File: src/pkg/jlem_consts.vh
// Register map, field positions, reset values and timing counts of the link error monitor
// Included by the monitor logic; definitions only
`ifndef JLEM_CONSTS_VH
`define JLEM_CONSTS_VH

`define JLEM_ADDR_W          12
`define JLEM_A_PAGE          12'h300
`define JLEM_A_PULSE         12'h312
`define JLEM_A_CNTSEL        12'h46B
`define JLEM_A_ERRCTL_DIS    12'h46D
`define JLEM_A_ERRCTL_NIT    12'h46E
`define JLEM_A_ERRCTL_UCC    12'h46F
`define JLEM_A_CGS           12'h470
`define JLEM_A_FSYNC         12'h471
`define JLEM_A_CHKSUM        12'h472
`define JLEM_A_ILAS          12'h473
`define JLEM_A_THRCTL        12'h477
`define JLEM_A_IRQ           12'h47A
`define JLEM_A_MASK          12'h47B
`define JLEM_A_LIMIT         12'h47C

`define JLEM_PAGE_BIT        2
`define JLEM_CHKMODE_BIT     6
`define JLEM_PULSE_LO        4
`define JLEM_GATE_BIT        3
`define JLEM_MM_EN_BIT       3
`define JLEM_MM_ST_BIT       4
`define JLEM_CGS_CLR_BIT     7
`define JLEM_CLRIRQ_BIT      7
`define JLEM_DISCNT_BIT      6
`define JLEM_RSTCNT_BIT      5
`define JLEM_ERR_LO          5
`define JLEM_LANESEL_LO      4
`define JLEM_CNT_NONE        2'h3

`define JLEM_MASK_RST        8'h08
`define JLEM_LIMIT_RST       8'hFF
`define JLEM_ZERO8           8'h00

`define JLEM_PULSE_HALF      2'h0
`define JLEM_PULSE_ONE       2'h1
`define JLEM_PULSE_TWO       2'h2

`define JLEM_DISP_REINIT     3'h4
`define JLEM_RESYNC_FRAMES   8'h05
`define JLEM_RESYNC_OCTETS   8'h09

`endif

File: src/logic/jlem_monitor.v
// Link error and establishment status monitor for an 8-lane, 2-link receiver
// Assumes per-lane error strobes and status levels from the lane decoders, a
// byte-wide register port from the serial control interface, one clock per octet
// and a half-clock pulse option taken as one high-rate cycle from pclk_half_i.
`timescale 1ns/1ns
`default_nettype none
`include "jlem_consts.vh"

module jlem_monitor #(
  parameter LANES = 8,
  parameter FRAME_OCTETS = 8'h02
) (
  input  wire                   clk_i,
  input  wire                   reset_i,
  input  wire                   pclk_tick_i,
  input  wire                   pclk_half_i,
  input  wire                   frame_tick_i,
  input  wire [LANES-1:0]       disp_err_i,
  input  wire [LANES-1:0]       not_in_table_error_i,
  input  wire [LANES-1:0]       ctrl_err_i,
  input  wire [LANES-1:0]       cgs_ok_i,
  input  wire [LANES-1:0]       fsync_ok_i,
  input  wire [LANES-1:0]       ilas_ok_i,
  input  wire [LANES-1:0]       ilas_done_i,
  input  wire [8*LANES-1:0]     rx_field_sum_i,
  input  wire [8*LANES-1:0]     rx_reg_sum_i,
  input  wire [8*LANES-1:0]     rx_lane_id_i,
  input  wire [8*LANES-1:0]     rx_chksum_i,
  input  wire [1:0]             cfg_mismatch_i,
  input  wire                   reg_wr_i,
  input  wire                   reg_rd_i,
  input  wire [`JLEM_ADDR_W-1:0] reg_addr_i,
  input  wire [7:0]             reg_wdata_i,
  output reg  [7:0]             reg_rdata_o,
  output wire                   link_page_o,
  output reg                    reinit_o,
  output wire                   irq_n_o,
  output reg  [1:0]             sync_request_out_n_o
);

  localparam HALF = LANES / 2;
  localparam ST_IDLE = 3'b001;
  localparam ST_PULSE = 3'b010;
  localparam ST_HOLD = 3'b100;

  reg  [7:0]          page_r, pulse_cfg_r, thr_r, irqen_r, mask_r, limit_r;
  reg  [LANES-1:0]    chk_ok_r;
  reg  [7:0]          cntsel_r;
  wire [LANES-1:0]    chk_now;
  reg  [LANES-1:0]    irq_err_r [0:2];
  reg  [LANES-1:0]    dis_cnt_r [0:2];
  reg  [7:0]          cnt_r [0:3*LANES-1];
  reg  [2:0]          disp_run_r [0:LANES-1];
  reg  [3:0]          irq_st_r;
  reg                 mm_st_r;
  reg  [2:0]          state_r [0:1];
  reg  [7:0]          tmr_r [0:1];
  reg  [LANES-1:0]    cgs_d_r, fs_d_r, il_d_r;

  wire [2:0]          err_any [0:1];
  wire [2:0]          at_lim [0:1];
  wire [1:0]          disp4;
  wire                gate = thr_r[`JLEM_GATE_BIT];
  wire                pg = page_r[`JLEM_PAGE_BIT];
  wire [7:0]          hold_len = `JLEM_RESYNC_FRAMES * FRAME_OCTETS + `JLEM_RESYNC_OCTETS;

  assign link_page_o = pg;

  // Selects the half of a lane vector belonging to the paged link
  function [7:0] page_sel;
    input [LANES-1:0] v;
    input             p;
    begin
      page_sel = p ? {{(8-HALF){1'b0}}, v[LANES-1:HALF]} : {{(8-HALF){1'b0}}, v[HALF-1:0]};
    end
  endfunction

  function wr_hit;
    input [`JLEM_ADDR_W-1:0] a;
    begin
      wr_hit = reg_wr_i && (reg_addr_i == a);
    end
  endfunction

  // Lane index addressed through an error control write on the paged link
  wire [3:0] ctl_lane = {1'b0, reg_wdata_i[2:0]} + (pg ? HALF[3:0] : 4'h0);

  // Counter view selected through the lane and type select register, paged per link
  wire [3:0] cnt_lane = {1'b0, cntsel_r[`JLEM_LANESEL_LO +: 3]} + (pg ? HALF[3:0] : 4'h0);
  wire [7:0] cnt_view = (cntsel_r[1:0] == `JLEM_CNT_NONE) ? 8'h00 :
                        cnt_r[3*cnt_lane + cntsel_r[1:0]];

  genvar g, t;
  generate
    for (g = 0; g < LANES; g = g + 1) begin : g_lane
      wire [7:0] calc = reg_ctl_mode(g);
      // Compared live so a failure is flagged in the same cycle as the end of alignment
      assign chk_now[g] = (calc == rx_chksum_i[8*g +: 8]);
      always @(posedge clk_i) begin
        if (reset_i) begin
          chk_ok_r[g] <= 1'b0;
          disp_run_r[g] <= 3'h0;
        end else begin
          if (ilas_done_i[g])
            chk_ok_r[g] <= chk_now[g];
          if (reinit_o)
            disp_run_r[g] <= 3'h0;
          else if (disp_err_i[g] && disp_run_r[g] != `JLEM_DISP_REINIT)
            disp_run_r[g] <= disp_run_r[g] + 3'h1;
        end
      end
      for (t = 0; t < 3; t = t + 1) begin : g_type
        wire ev = (t == 0) ? disp_err_i[g] : (t == 1) ? not_in_table_error_i[g] : ctrl_err_i[g];
        wire ctl = wr_hit(`JLEM_A_ERRCTL_DIS + t) && (ctl_lane == g);
        wire unmasked = gate && mask_r[`JLEM_ERR_LO + 2 - t];
        always @(posedge clk_i) begin
          if (reset_i) begin
            cnt_r[3*g+t] <= 8'h00;
            irq_err_r[t][g] <= 1'b0;
            dis_cnt_r[t][g] <= 1'b0;
          end else begin
            if (ctl) dis_cnt_r[t][g] <= reg_wdata_i[`JLEM_DISCNT_BIT];
            if (reinit_o || (ctl && reg_wdata_i[`JLEM_RSTCNT_BIT]))
              cnt_r[3*g+t] <= 8'h00;
            else if (ev && !dis_cnt_r[t][g] &&
                     (unmasked ? cnt_r[3*g+t] != 8'hFF : cnt_r[3*g+t] < limit_r))
              cnt_r[3*g+t] <= cnt_r[3*g+t] + 8'h01;
            if (irqen_r[`JLEM_ERR_LO + 2 - t] && cnt_r[3*g+t] >= limit_r)
              irq_err_r[t][g] <= 1'b1;
            else if (ctl && reg_wdata_i[`JLEM_CLRIRQ_BIT])
              irq_err_r[t][g] <= 1'b0;
          end
        end
      end
    end
    for (g = 0; g < 2; g = g + 1) begin : g_link
      for (t = 0; t < 3; t = t + 1) begin : g_tl
        wire ev = (t == 0) ? |disp_err_i[g*HALF +: HALF] :
                  (t == 1) ? |not_in_table_error_i[g*HALF +: HALF] : |ctrl_err_i[g*HALF +: HALF];
        reg hit;
        integer k;
        always @* begin
          hit = 1'b0;
          for (k = 0; k < HALF; k = k + 1)
            if (cnt_r[3*(g*HALF+k)+t] >= limit_r) hit = 1'b1;
        end
        assign err_any[g][t] = ev;
        assign at_lim[g][t] = hit && gate && mask_r[`JLEM_ERR_LO + 2 - t];
      end
      reg d4;
      integer j;
      always @* begin
        d4 = 1'b0;
        for (j = 0; j < HALF; j = j + 1)
          if (disp_run_r[g*HALF+j] == `JLEM_DISP_REINIT) d4 = 1'b1;
      end
      assign disp4[g] = d4;
      wire reinit_req = disp4[g] || |at_lim[g];
      always @(posedge clk_i) begin
        if (reset_i) begin
          state_r[g] <= ST_IDLE;
          tmr_r[g] <= 8'h00;
          sync_request_out_n_o[g] <= 1'b1;
        end else begin
          case (state_r[g])
            ST_IDLE: begin
              if (reinit_req) begin
                state_r[g] <= ST_HOLD;
                tmr_r[g] <= hold_len;
                sync_request_out_n_o[g] <= 1'b0;
              end else if (|err_any[g]) begin
                state_r[g] <= ST_PULSE;
                sync_request_out_n_o[g] <= 1'b0;
                tmr_r[g] <= (pulse_cfg_r[`JLEM_PULSE_LO +: 2] == `JLEM_PULSE_TWO) ? 8'h02 : 8'h01;
              end
            end
            ST_PULSE: begin
              if (reinit_req) begin
                state_r[g] <= ST_HOLD;
                tmr_r[g] <= hold_len;
              end else if ((pulse_cfg_r[`JLEM_PULSE_LO +: 2] == `JLEM_PULSE_HALF && pclk_half_i) ||
                           (pulse_cfg_r[`JLEM_PULSE_LO +: 2] != `JLEM_PULSE_HALF && pclk_tick_i)) begin
                if (tmr_r[g] <= 8'h01 || pulse_cfg_r[`JLEM_PULSE_LO +: 2] == `JLEM_PULSE_HALF) begin
                  state_r[g] <= ST_IDLE;
                  sync_request_out_n_o[g] <= 1'b1;
                end else begin
                  tmr_r[g] <= tmr_r[g] - 8'h01;
                end
              end
            end
            ST_HOLD: begin
              if (tmr_r[g] <= 8'h01) begin
                state_r[g] <= ST_IDLE;
                sync_request_out_n_o[g] <= 1'b1;
              end else begin
                tmr_r[g] <= tmr_r[g] - 8'h01;
              end
            end
            default: begin
              state_r[g] <= ST_IDLE;
              sync_request_out_n_o[g] <= 1'b1;
            end
          endcase
        end
      end
    end
  endgenerate

  // Mode 1 sums received registers plus lane id, mode 0 the individual fields
  function [7:0] reg_ctl_mode;
    input integer ln;
    begin
      reg_ctl_mode = page_r[`JLEM_CHKMODE_BIT] ?
                     rx_reg_sum_i[8*ln +: 8] + rx_lane_id_i[8*ln +: 8] :
                     rx_field_sum_i[8*ln +: 8];
    end
  endfunction

  wire [LANES-1:0] chk_fail = ilas_done_i & ~chk_now;

  always @(posedge clk_i) begin
    if (reset_i) begin
      page_r <= `JLEM_ZERO8;
      pulse_cfg_r <= `JLEM_ZERO8;
      cntsel_r <= `JLEM_ZERO8;
      thr_r <= `JLEM_ZERO8;
      irqen_r <= `JLEM_ZERO8;
      mask_r <= `JLEM_MASK_RST;
      limit_r <= `JLEM_LIMIT_RST;
      irq_st_r <= 4'h0;
      mm_st_r <= 1'b0;
      reinit_o <= 1'b0;
      cgs_d_r <= {LANES{1'b0}};
      fs_d_r <= {LANES{1'b0}};
      il_d_r <= {LANES{1'b0}};
    end else begin
      reinit_o <= |disp4 || |at_lim[0] || |at_lim[1];
      cgs_d_r <= cgs_ok_i;
      fs_d_r <= fsync_ok_i;
      il_d_r <= ilas_ok_i;
      if (wr_hit(`JLEM_A_PAGE)) page_r <= reg_wdata_i;
      if (wr_hit(`JLEM_A_PULSE)) pulse_cfg_r <= reg_wdata_i;
      if (wr_hit(`JLEM_A_CNTSEL)) cntsel_r <= reg_wdata_i;
      if (wr_hit(`JLEM_A_THRCTL)) thr_r <= reg_wdata_i;
      if (wr_hit(`JLEM_A_IRQ)) irqen_r <= reg_wdata_i;
      if (wr_hit(`JLEM_A_MASK)) mask_r <= {reg_wdata_i[7:5], 1'b0, reg_wdata_i[3:0]};
      if (wr_hit(`JLEM_A_LIMIT)) limit_r <= reg_wdata_i;
      // CGS, frame sync and ILAS failures are falling status levels, checksum failure a mismatch at ilas_done_i; a set in the clear cycle wins
      irq_st_r[0] <= (irqen_r[0] && |(cgs_d_r & ~cgs_ok_i)) ? 1'b1 :
                     (wr_hit(`JLEM_A_CGS) && reg_wdata_i[`JLEM_CGS_CLR_BIT]) ? 1'b0 : irq_st_r[0];
      irq_st_r[1] <= (irqen_r[1] && |(fs_d_r & ~fsync_ok_i)) ? 1'b1 :
                     (wr_hit(`JLEM_A_FSYNC) && reg_wdata_i[0]) ? 1'b0 : irq_st_r[1];
      irq_st_r[2] <= (irqen_r[2] && |chk_fail) ? 1'b1 :
                     (wr_hit(`JLEM_A_CHKSUM) && reg_wdata_i[0]) ? 1'b0 : irq_st_r[2];
      irq_st_r[3] <= (irqen_r[3] && |(il_d_r & ~ilas_ok_i)) ? 1'b1 :
                     (wr_hit(`JLEM_A_ILAS) && reg_wdata_i[0]) ? 1'b0 : irq_st_r[3];
      mm_st_r <= (mask_r[`JLEM_MM_EN_BIT] && cfg_mismatch_i[pg]) ? 1'b1 :
                 (wr_hit(`JLEM_A_MASK) && reg_wdata_i[`JLEM_MM_ST_BIT]) ? 1'b0 : mm_st_r;
    end
  end

  assign irq_n_o = ~(|irq_st_r || mm_st_r || |irq_err_r[0] || |irq_err_r[1] || |irq_err_r[2]);

  // Read data is registered; unmapped addresses return zero
  always @(posedge clk_i) begin
    if (reset_i) begin
      reg_rdata_o <= `JLEM_ZERO8;
    end else if (reg_rd_i) begin
      case (reg_addr_i)
        `JLEM_A_PAGE:   reg_rdata_o <= page_r;
        `JLEM_A_PULSE:  reg_rdata_o <= pulse_cfg_r;
        `JLEM_A_CNTSEL: reg_rdata_o <= cnt_view;
        `JLEM_A_CGS:    reg_rdata_o <= page_sel(cgs_ok_i, pg);
        `JLEM_A_FSYNC:  reg_rdata_o <= page_sel(fsync_ok_i, pg);
        `JLEM_A_CHKSUM: reg_rdata_o <= page_sel(chk_ok_r, pg);
        `JLEM_A_ILAS:   reg_rdata_o <= page_sel(ilas_ok_i, pg);
        `JLEM_A_THRCTL: reg_rdata_o <= thr_r;
        `JLEM_A_IRQ:    reg_rdata_o <= {irqen_r[7] & |irq_err_r[0], irqen_r[6] & |irq_err_r[1],
                                        irqen_r[5] & |irq_err_r[2], 1'b0,
                                        irqen_r[3:0] & irq_st_r};
        `JLEM_A_MASK:   reg_rdata_o <= {mask_r[7:5], mm_st_r, mask_r[3:0]};
        `JLEM_A_LIMIT:  reg_rdata_o <= limit_r;
        default:        reg_rdata_o <= `JLEM_ZERO8;
      endcase
    end
  end

endmodule // jlem_monitor
`default_nettype wire

File: config.mk
export PLATFORM = sky130hd
export DESIGN_NAME = jlem_monitor
export DESIGN_NICKNAME = d
export VERILOG_FILES = /design/src/logic/jlem_monitor.v
export VERILOG_INCLUDE_DIRS = /design/src /design/src/pkg
export SDC_FILE = /design/constraint.sdc
export NUM_CORES = 1
export LEC_CHECK = 0
export BUFFER_PORTS_ARGS = -buffer_cell sky130_fd_sc_hd__clkbuf_2
export CAP_MARGIN = 25
export CORE_MARGIN = 2
export CORE_UTILIZATION = 46
export CTS_BUF_LIST = sky130_fd_sc_hd__clkbuf_16
export DETAILED_ROUTE_END_ITERATION = 10
export HOLD_SLACK_MARGIN = 0.02
export PLACE_DENSITY = 0.68
export RECOVER_POWER = 25
export SYNTH_ARGS = -nofsm -noshare
export SYNTH_HDL_FRONTEND = slang
export SYNTH_SLANG_ARGS = --single-unit
File: constraint.sdc
create_clock -name clk_i -period 5 [get_ports clk_i]
set_clock_uncertainty 0.1 [all_clocks]
set_input_delay 1 -clock clk_i [delete_from_list [all_inputs] [get_ports clk_i]]
set_output_delay 1 -clock clk_i [all_outputs]
set_load 0.01 [all_outputs]
# Yosys cells after proc, flatten, opt, wreduce, memory -nomap -nowiden
# Memory sizes are Yosys's and may differ from the RTL's.
# Cells that the tools add are included.
# W data, S select, Z words.
[word_totals]
ff_bits = 102
ramBits = 286
output_inout_bits = 13
elab_cells = 1436
memories = 6
[op_classes]
add_sub_neg = 45
multipliers = 1
order_cmp = 51
n_eq_ne = 87
muxes = 771
bitwise_logic = 171
reduce_logical = 277
[mem_list]
columns = ["memory", "depth", "word_bits", "read_ports", "rd_clocked_by_memory_dff", "write_ports", "line", "text"]
rows = [
  ["cnt_r", 24, 8, 25, 0, 24, "jlem_monitor.v:52", "reg [7:0] cnt_r [0:3*LANES-1];"],
  ["dis_cnt_r", 3, 8, 3, 0, 3, "jlem_monitor.v:51", "reg [LANES-1:0] dis_cnt_r [0:2];"],
  ["disp_run_r", 8, 3, 8, 0, 8, "jlem_monitor.v:53", "reg [2:0] disp_run_r [0:LANES-1];"],
  ["irq_err_r", 3, 8, 3, 0, 3, "jlem_monitor.v:50", "reg [LANES-1:0] irq_err_r [0:2];"],
  ["tmr_r", 2, 8, 2, 0, 2, "jlem_monitor.v:57", "reg [7:0] tmr_r [0:1];"],
  ["state_r", 2, 3, 2, 0, 2, "jlem_monitor.v:56", "reg [2:0] state_r [0:1];"],
]
[op_table]
columns = ["operator", "count"]
rows = [
  ["$mux W1", 667],
  ["$mux W8", 67],
  ["$logic_and A1 B1 Y1", 193],
  ["$add A8 B1 Y8 const B", 24],
  ["$ge A8 B8 Y1", 24],
  ["$lt A8 B8 Y1", 24],
  ["$ne A8 B8 Y1 const B", 24],
  ["$or A1 B1 Y1", 158],
  ["$eq A12 B11 Y1 const B", 12],
  ["$pmux W8 S11", 1],
  ["$mux W3", 29],
  ["$add A8 B8 Y8", 8],
  ["$eq A8 B8 Y1", 8],
  ["$reduce_or A8 Y1", 7],
  ["$logic_or A1 B1 Y1", 35],
  ["$and A8 B8 Y8", 4],
  ["$not A8 Y8", 4],
  ["$eq A3 B3 Y1 const B", 10],
  ["$ne A3 B3 Y1 const B", 10],
  ["$add A3 B1 Y3 const B", 8],
  ["$eq A12 B10 Y1 const B", 2],
  ["$logic_not A1 Y1", 24],
  ["$reduce_or A12 Y1", 2],
  ["$eq A4 B3 Y1 const B", 4],
  ["25 further kinds", 54],
]

# Longest topological paths before layout
# Gate-level depths: netlist of run 1.
# An unclocked memory read counts as a cell.
[depth]
ltp_word = 20
mapped_depth = 12
depth_no_buf = 12

# Least setup slack after synthesis of run 1
# Ideal clock, no wire load.
[synth_timing]
kind = "in2reg"
startpoint = "input port rx_reg_sum_i[42]"
endpoint = "register irq_st_r[2]"
setup_ns = 0.125
arrival_ns = 3.535
setup_slack_ns = 1.240
cell_stages = 9
path_buffers = 0
cell_sequence = "ha_1 > a21oi_2 > a21oi_1 > or4_1 > a31oi_1 > xor2_1 > o41a_2 > or3_2 > o41a_1"
[synth_between]
elab_chain_len = 8
word_cells_on_any_way = 9
[synth_lines]
columns = ["item", "line", "text"]
rows = [
  ["from (decl)", "jlem_monitor.v:26", "input wire [8*LANES-1:0] rx_reg_sum_i,"],
  ["$add A8 B8 Y8 *", "jlem_monitor.v:214", "rx_reg_sum_i[8*ln +: 8] + rx_lane_id_i[8*ln +: 8] :"],
  ["$mux W8 *", "jlem_monitor.v:213", "reg_ctl_mode = page_r[`JLEM_CHKMODE_BIT] ?"],
  ["$eq A8 B8 Y1 *", "jlem_monitor.v:98", "assign chk_now[g] = (calc == rx_chksum_i[8*g +: 8]);"],
  ["$not A8 Y8 *", "jlem_monitor.v:219", "wire [LANES-1:0] chk_fail = ilas_done_i & ~chk_now;"],
  ["$and A8 B8 Y8 *", "jlem_monitor.v:219", ""],
  ["$reduce_or A8 Y1 *", "jlem_monitor.v:253", "irq_st_r[2] <= (irqen_r[2] && |chk_fail) ? 1'b1 :"],
  ["$logic_and A1 B1 Y1 *", "jlem_monitor.v:253", ""],
  ["$mux W1 or $reduce_bool A2 Y1 (tied branches)", "n/a", ""],
  ["to (signal assigned)", "jlem_monitor.v:253", ""],
  ["to (decl)", "jlem_monitor.v:54", "reg [3:0] irq_st_r;"],
]
# Mark *: on every way between the ends. The rest lies on a longest branch, timed or not.
# A chain may end at the register's enable or synchronous reset.

==> results of run 1 <==
stage by stage:
step           cells  hold WS, ns  instance area (µm²)  total power, mW  util (%)
6_report        4418        0.353                33800             9.98      52.8
5_1_grt         4417        0.370                33800             10.5      52.8
4_1_cts         4417        0.354                33900             9.99      52.9
3_5_place_dp    4338        0.347                32500             6.79      50.8
3_3_place_gp    4338        0.341                32500             6.74      50.8
2_1_floorplan   3187        0.331                29700             5.93         -
per-layer routing:
layer  wire (µm)  GRT usage, %  vias to the layer above
met2       42100          44.0                     1141
met4        3180          9.94                       14
li1            -             -                    12300
met5          83             0                        -
met1       39900          38.4                    12400
met3        8960          5.33                      182
placed cells by master, fill, tap and decap left out, drive strengths merged, types with 99 or more instances in the layout:
| cell | count |
|---|---|
| xnor2 | 149 |
| inv | 197 |
| dfxtp | 99 |
| nor2 | 396 |
| edfxtp | 286 |
| xor2 | 129 |
| nand3 | 166 |
| o21ai | 142 |
| ha | 300 |
| a21oi | 151 |
| nand2 | 296 |
| clkbuf | 407 |
power by group through the flow:
stage	combinational [mW]	sequential [mW]	clock, mW
CTS	2.24	4.50	3.25
global route	2.52	4.57	3.36
floorplan	1.59	4.34	0
global placement	2.19	4.55	0
finish	2.25	4.51	3.22
detailed placement	2.23	4.56	0
flip-flops by register name, indices dropped and copies added (netlist names), 2 cells and up:
register / count
tmr_r: 16
cnt_r: 192
state_r: 6
irqen_r: 7
limit_r: 8
cgs_d_r: 8
pulse_cfg_r: 8
cntsel_r: 5
irq_st_r: 4
thr_r: 8
sync_request_out_n_o: 2
disp_run_r: 24
page_r: 8
reg_rdata_o: 8
mask_r: 7
irq_err_r: 24
fs_d_r: 8
chk_ok_r: 8
il_d_r: 8
dis_cnt_r: 24
cell families (layout without fill, tap and decap cells):
kind of cell | Yosys count | after routing
buf+inv | 292 | 667
simple gates | 1234 | 1234
flops | 385 | 385
compound gates | 588 | 588
other cells | 0 | 1
mux | 99 | 99
xor+xnor | 278 | 278
fa+ha+maj | 311 | 311
area by class of cell:
class,count,share of cell area (%)
Sequential cell,385,31.2
Timing Repair Buffer,403,6.32
Tap cell,855,3.16
Multi-Input combinational cell,2510,53.1
Clock buffer,45,3.33
Inverter,185,2.05
Clock inverter,34,0.765
Antenna cell,1,0.00740
final timing paths:
check	startpoint	to	slack, ns	cells after the start
min	mask_r[2]	mask_r[2]	0.35	2
max reg2reg	limit_r[1]	tmr_r[0][0]	0.38	11
max	limit_r[1]	tmr_r[0][0]	0.38	11
min reg2reg	mask_r[2]	mask_r[2]	0.35	2
worst register-to-register path, delay by kind of cell (launching register included):
| kind | cells | cell delay (ns) |
|---|---|---|
| and+or+nand+nor | 2 | 0.33 |
| DFF | 1 | 0.31 |
| buffers and inverters | 2 | 0.91 |
| adders and majority gates | 1 | 0.31 |
| AOI/OAI and AO/OA | 6 | 2.26 |
==> results.cfg, run 1 <==
[outcome]
status = finished with violations
violations = max-capacitance violations, max-slew violations

[worst_setup_path]
crit_required_ns = 5.11
critPathBufInv = 2
crit_family = compound AO/OA/AOI/OAI gates
critical_path_arrival_ns = 4.73
crit_fanout = 14
crit_path_top_delay_cell = o31ai_1
worst_path_largest_cell_delay_ns = 0.69
end_kind = flip-flop
start_kind = flip-flop
path_cells = inv_1, buf_4, ha_1, nor2b_1, o31ai_1, a21oi_1, a21oi_1, nand2_1, o31ai_1, a31oi_1, o2111ai_1
path_class = reg -> reg

[placed_design]
dpl_worst_slack_ns = 0.379
dpl.hpwl_mm = 73.0
port_buffers = 352
gp_congestion = 0.963

[clock_tree]
numCtsBuffers = 44
cts_setup_buffers = 0
cts_root_buf = clkbuf_16
clkLatencyLatePin_ns = 0.61
cts_resized = 0
cts.clk_slew.worst_paths_ns = 0.06
cts_tree = yes
postCtsHoldBufs = 0
cts_sinks = 385
htreeDepth = 2
cts_max_path_buffers = 3

[synth]
syn_area_um2 = 29700
synth_xor_area_share_pct = 8.20
synth_top_family_by_area = simple AND/OR/NAND/NOR gates
synthAdderAreaFrac_pct = 13.4
synth_edf_count = 286
synthesis.nets = 3839
synthCells = 3187
synthSimpleGateAreaFrac_pct = 19.9
async_flop_share_pct = 0
yosysTopAreaCellShare_pct = 28.9
yosysMostFrequentCell = nor2_1
ys.flop_type = edfxtp_1
synth_compound_area_share_pct = 13.0
yosys_warnings = 0
synth_mux_area_share_pct = 6.01
postSynthAreaPerCell_um2 = 9.32
synthDistinctLibCells = 93
yosysTopAreaCell = edfxtp_1
ys_ff_latch = 385
synth.area.top_cells = edfxtp_1, ha_1, dfxtp_1
synth_top_cells_by_count = nor2_1, ha_1, nand2_1
ys_seq_area_share_pct = 35.6

[finish]
multi_input_area_um2 = 18000
area_delta_synth_final_pct = 14.0
regArea_um2 = 10600
nFillCells = 5919
final_layout_size_suffix_gt1_share_pct = 15.4
nets = 4181

[drt]
drt-total-wl_mm = 94.3
wl_per_cell_um = 21.3
ant_nets = 0
drc_errors = 0
via_count = 26100
first_pass_iters = 6
drt_iter0_drc = 2756
vias_per_cell = 5.90

[die]
die_h_um = 258
core_um2 = 64100
pin_count = 354
rows = 93
initial_utilization_pct = 46.3
dieArea_um2 = 66600
die_w_um = 258

[worst_hold_path]
hold_path.class = reg -> reg

[sta]
slew_headroom_pct = -85.4
slew_viol_final = 63
final.min_clock_period_ns = 4.62
worstMarginPinSlew_ns = 2.78
fin_tns_setup_ns = 0
timing.fmax_mhz = 217
period_share_pct = 92.3
fin_ws_ns = 0.385
rsz0062_at_grt = false
setup_viol = 0
hold_viol_final = 0

[global_route]
grt_pass1_vias = 24600
grt_overflow = 0
grtUsageTotal_pct = 27.9
grt_max_degree = 63
grt_pass1_wl_mm = 145
antenna_found_initial = 8

[power_and_ir_drop]
power_density_nw_per_um2 = 295
combPwrFrac_pct = 22.6
power_frac_clock_pct = 32.2
p_int_mw = 6.76
p_leak_nw = 14.0
p_sw_share_pct = 32.2
peakVddDrop_v = 0.000208
seqPwrFrac_pct = 45.2
power.switching_mw = 3.22

[job]
cap_violations = 1
Note: power is estimated with default switching activity, not from simulation.
==> inputs of run 2 (changes only) <==
--- a/config.mk
+++ b/config.mk
@@ -6,7 +6,7 @@
 export SDC_FILE = /design/constraint.sdc
 export NUM_CORES = 1
 export LEC_CHECK = 0
-export BUFFER_PORTS_ARGS = -buffer_cell sky130_fd_sc_hd__clkbuf_2
+export BUFFER_PORTS_ARGS = -buffer_cell sky130_fd_sc_hd__buf_2
 export CAP_MARGIN = 25
 export CORE_MARGIN = 2
 export CORE_UTILIZATION = 46
==> results.cfg, run 2 (synthesis gave the netlist of run 1 again) <==
[finish]
regArea_um2 = 10600
multi_input_area_um2 = 18000
finish.instance_area_um2 = 33900
final_layout_size_suffix_gt1_share_pct = 15.5
largest_reg_flops = 192
final_cells = 4425
fin_util_pct = 52.9
layout.cells.most_common_list = nor2_1, buf_2, ha_1
largest-register = cnt_r
nets = 4179
nFillCells = 5863
area_delta_synth_final_pct = 14.2
final_common_cell = nor2_1

[worst_hold_path]
hold_path.class = reg -> reg

[worst_setup_path]
crit_family = compound AO/OA/AOI/OAI gates
path_class = reg -> reg
crit_required_ns = 5.09
critPathBufInv = 3
end_kind = flip-flop
path_cells = inv_1, buf_4, buf_4, ha_1, a21oi_1, o221a_2, o31ai_1, a31oi_1, a41oi_1, or3_1, o31ai_1, o2111ai_1
critical_path_arrival_ns = 4.79
start_kind = flip-flop
worst_path_largest_cell_delay_ns = 0.54
crit_fanout = 9
crit_path_top_delay_cell = or3_1

[sta]
hold_viol_final = 0
worstMarginPinSlew_ns = 2.92
period_share_pct = 94.0
slew_headroom_pct = -94.5
final.min_clock_period_ns = 4.70
fin_ws_ns = 0.298
slew_viol_final = 94
rsz0062_at_grt = false
setup_viol = 0
timing.fmax_mhz = 213
fin_tns_setup_ns = 0

[clock_tree]
cts_root_buf = clkbuf_16
cts_setup_buffers = 0
cts_tree = yes
cts.clk_slew.worst_paths_ns = 0.06
cts_sinks = 385
numCtsBuffers = 44
cts_max_path_buffers = 3
htreeDepth = 2
clkLatencyLatePin_ns = 0.61
postCtsHoldBufs = 0

[global_route]
grt_max_degree = 65
grtUsageTotal_pct = 27.8
grtUsageMet1_pct = 37.9
grt_use_met3_pct = 5.20
grt_overflow = 0
top_usage_layer = met2
met2_usage_pct = 43.4
grt_pass1_vias = 24600
antenna_found_initial = 13
grt_pass1_wl_mm = 144

[placed_design]
dpl.hpwl_mm = 73.0
detailed_place.area_um2 = 32500
dpl_worst_slack_ns = 0.0960
dp_cells = 4336
port_buffers = 352
gp_congestion = 0.940

[die]
pin_count = 354
rows = 93
initial_utilization_pct = 46.3
dieArea_um2 = 66600
die_w_um = 258
core_um2 = 64100
die_h_um = 258

[drt]
ant_nets = 0
via_count = 26100
vias_per_cell = 5.91
drc_errors = 0
wl_per_cell_um = 21.5
drt-total-wl_mm = 94.9
drt_iter0_drc = 2625
first_pass_iters = 8

[power_and_ir_drop]
power_density_nw_per_um2 = 295
p_leak_nw = 14.0
peakVddDrop_v = 0.000229

[job]
cap_violations = 2

[outcome]
status = finished with violations
violations = max-capacitance violations, max-slew violations
-- run 2: worst min-delay path, cell delays in order, from the launching register on --
cell and delay [ns]:
dfxtp_1 0.31, nand2_1 0.05, a21oi_1 0.05
-- run 2: routing by layer --
| layer | part of all wire (%) | up-vias |
|---|---|---|
| met5 | 0.075 | - |
| met2 | 45 | 1187 |
| met4 | 4.1 | 10 |
| met3 | 9.6 | 213 |
| met1 | 42 | 12400 |
| li1 | - | 12300 |
-- run 2: stage by stage --
stage / power, mW / hold WS, ns
6_report: 10.0 / 0.356
5_1_grt: 10.5 / 0.372
4_1_cts: 10.0 / 0.356
3_5_place_dp: 6.79 / 0.346
3_3_place_gp: 6.74 / 0.342
2_1_floorplan: 5.93 / 0.331
-- run 2: what timing repair did --
action	4_1_cts	5_1_grt
hold endpoints to repair	0	0
setup endpoints to repair	0	8
resized for setup	0	2
-- run 2: worst paths after layout --
| path | from | end | slack [ns] | cells after the start |
|---|---|---|---|---|
| worst min-delay path | thr_r[7] | thr_r[7] | 0.36 | 2 |
| worst min register to register | thr_r[7] | thr_r[7] | 0.36 | 2 |
| worst max register to register | limit_r[2] | tmr_r[0][5] | 0.30 | 12 |
| worst max-delay path | limit_r[2] | tmr_r[0][5] | 0.30 | 12 |
-- run 2: layout make-up --
type	instances	area share, %
clock inverters	33	0.609
diodes	7	0.0516
repair buffers	401	6.30
well taps	855	3.15
clock buffers	49	3.62
flip-flops and latches	385	31.2
inverters	185	2.05
multi-input cells	2510	53.1
-- run 2: report_power, final --
group          internal [mW]  switching [mW]  total [mW]
logic                  0.981            1.28        2.26
clock network           1.83            1.42        3.25
registers               3.95           0.566        4.51
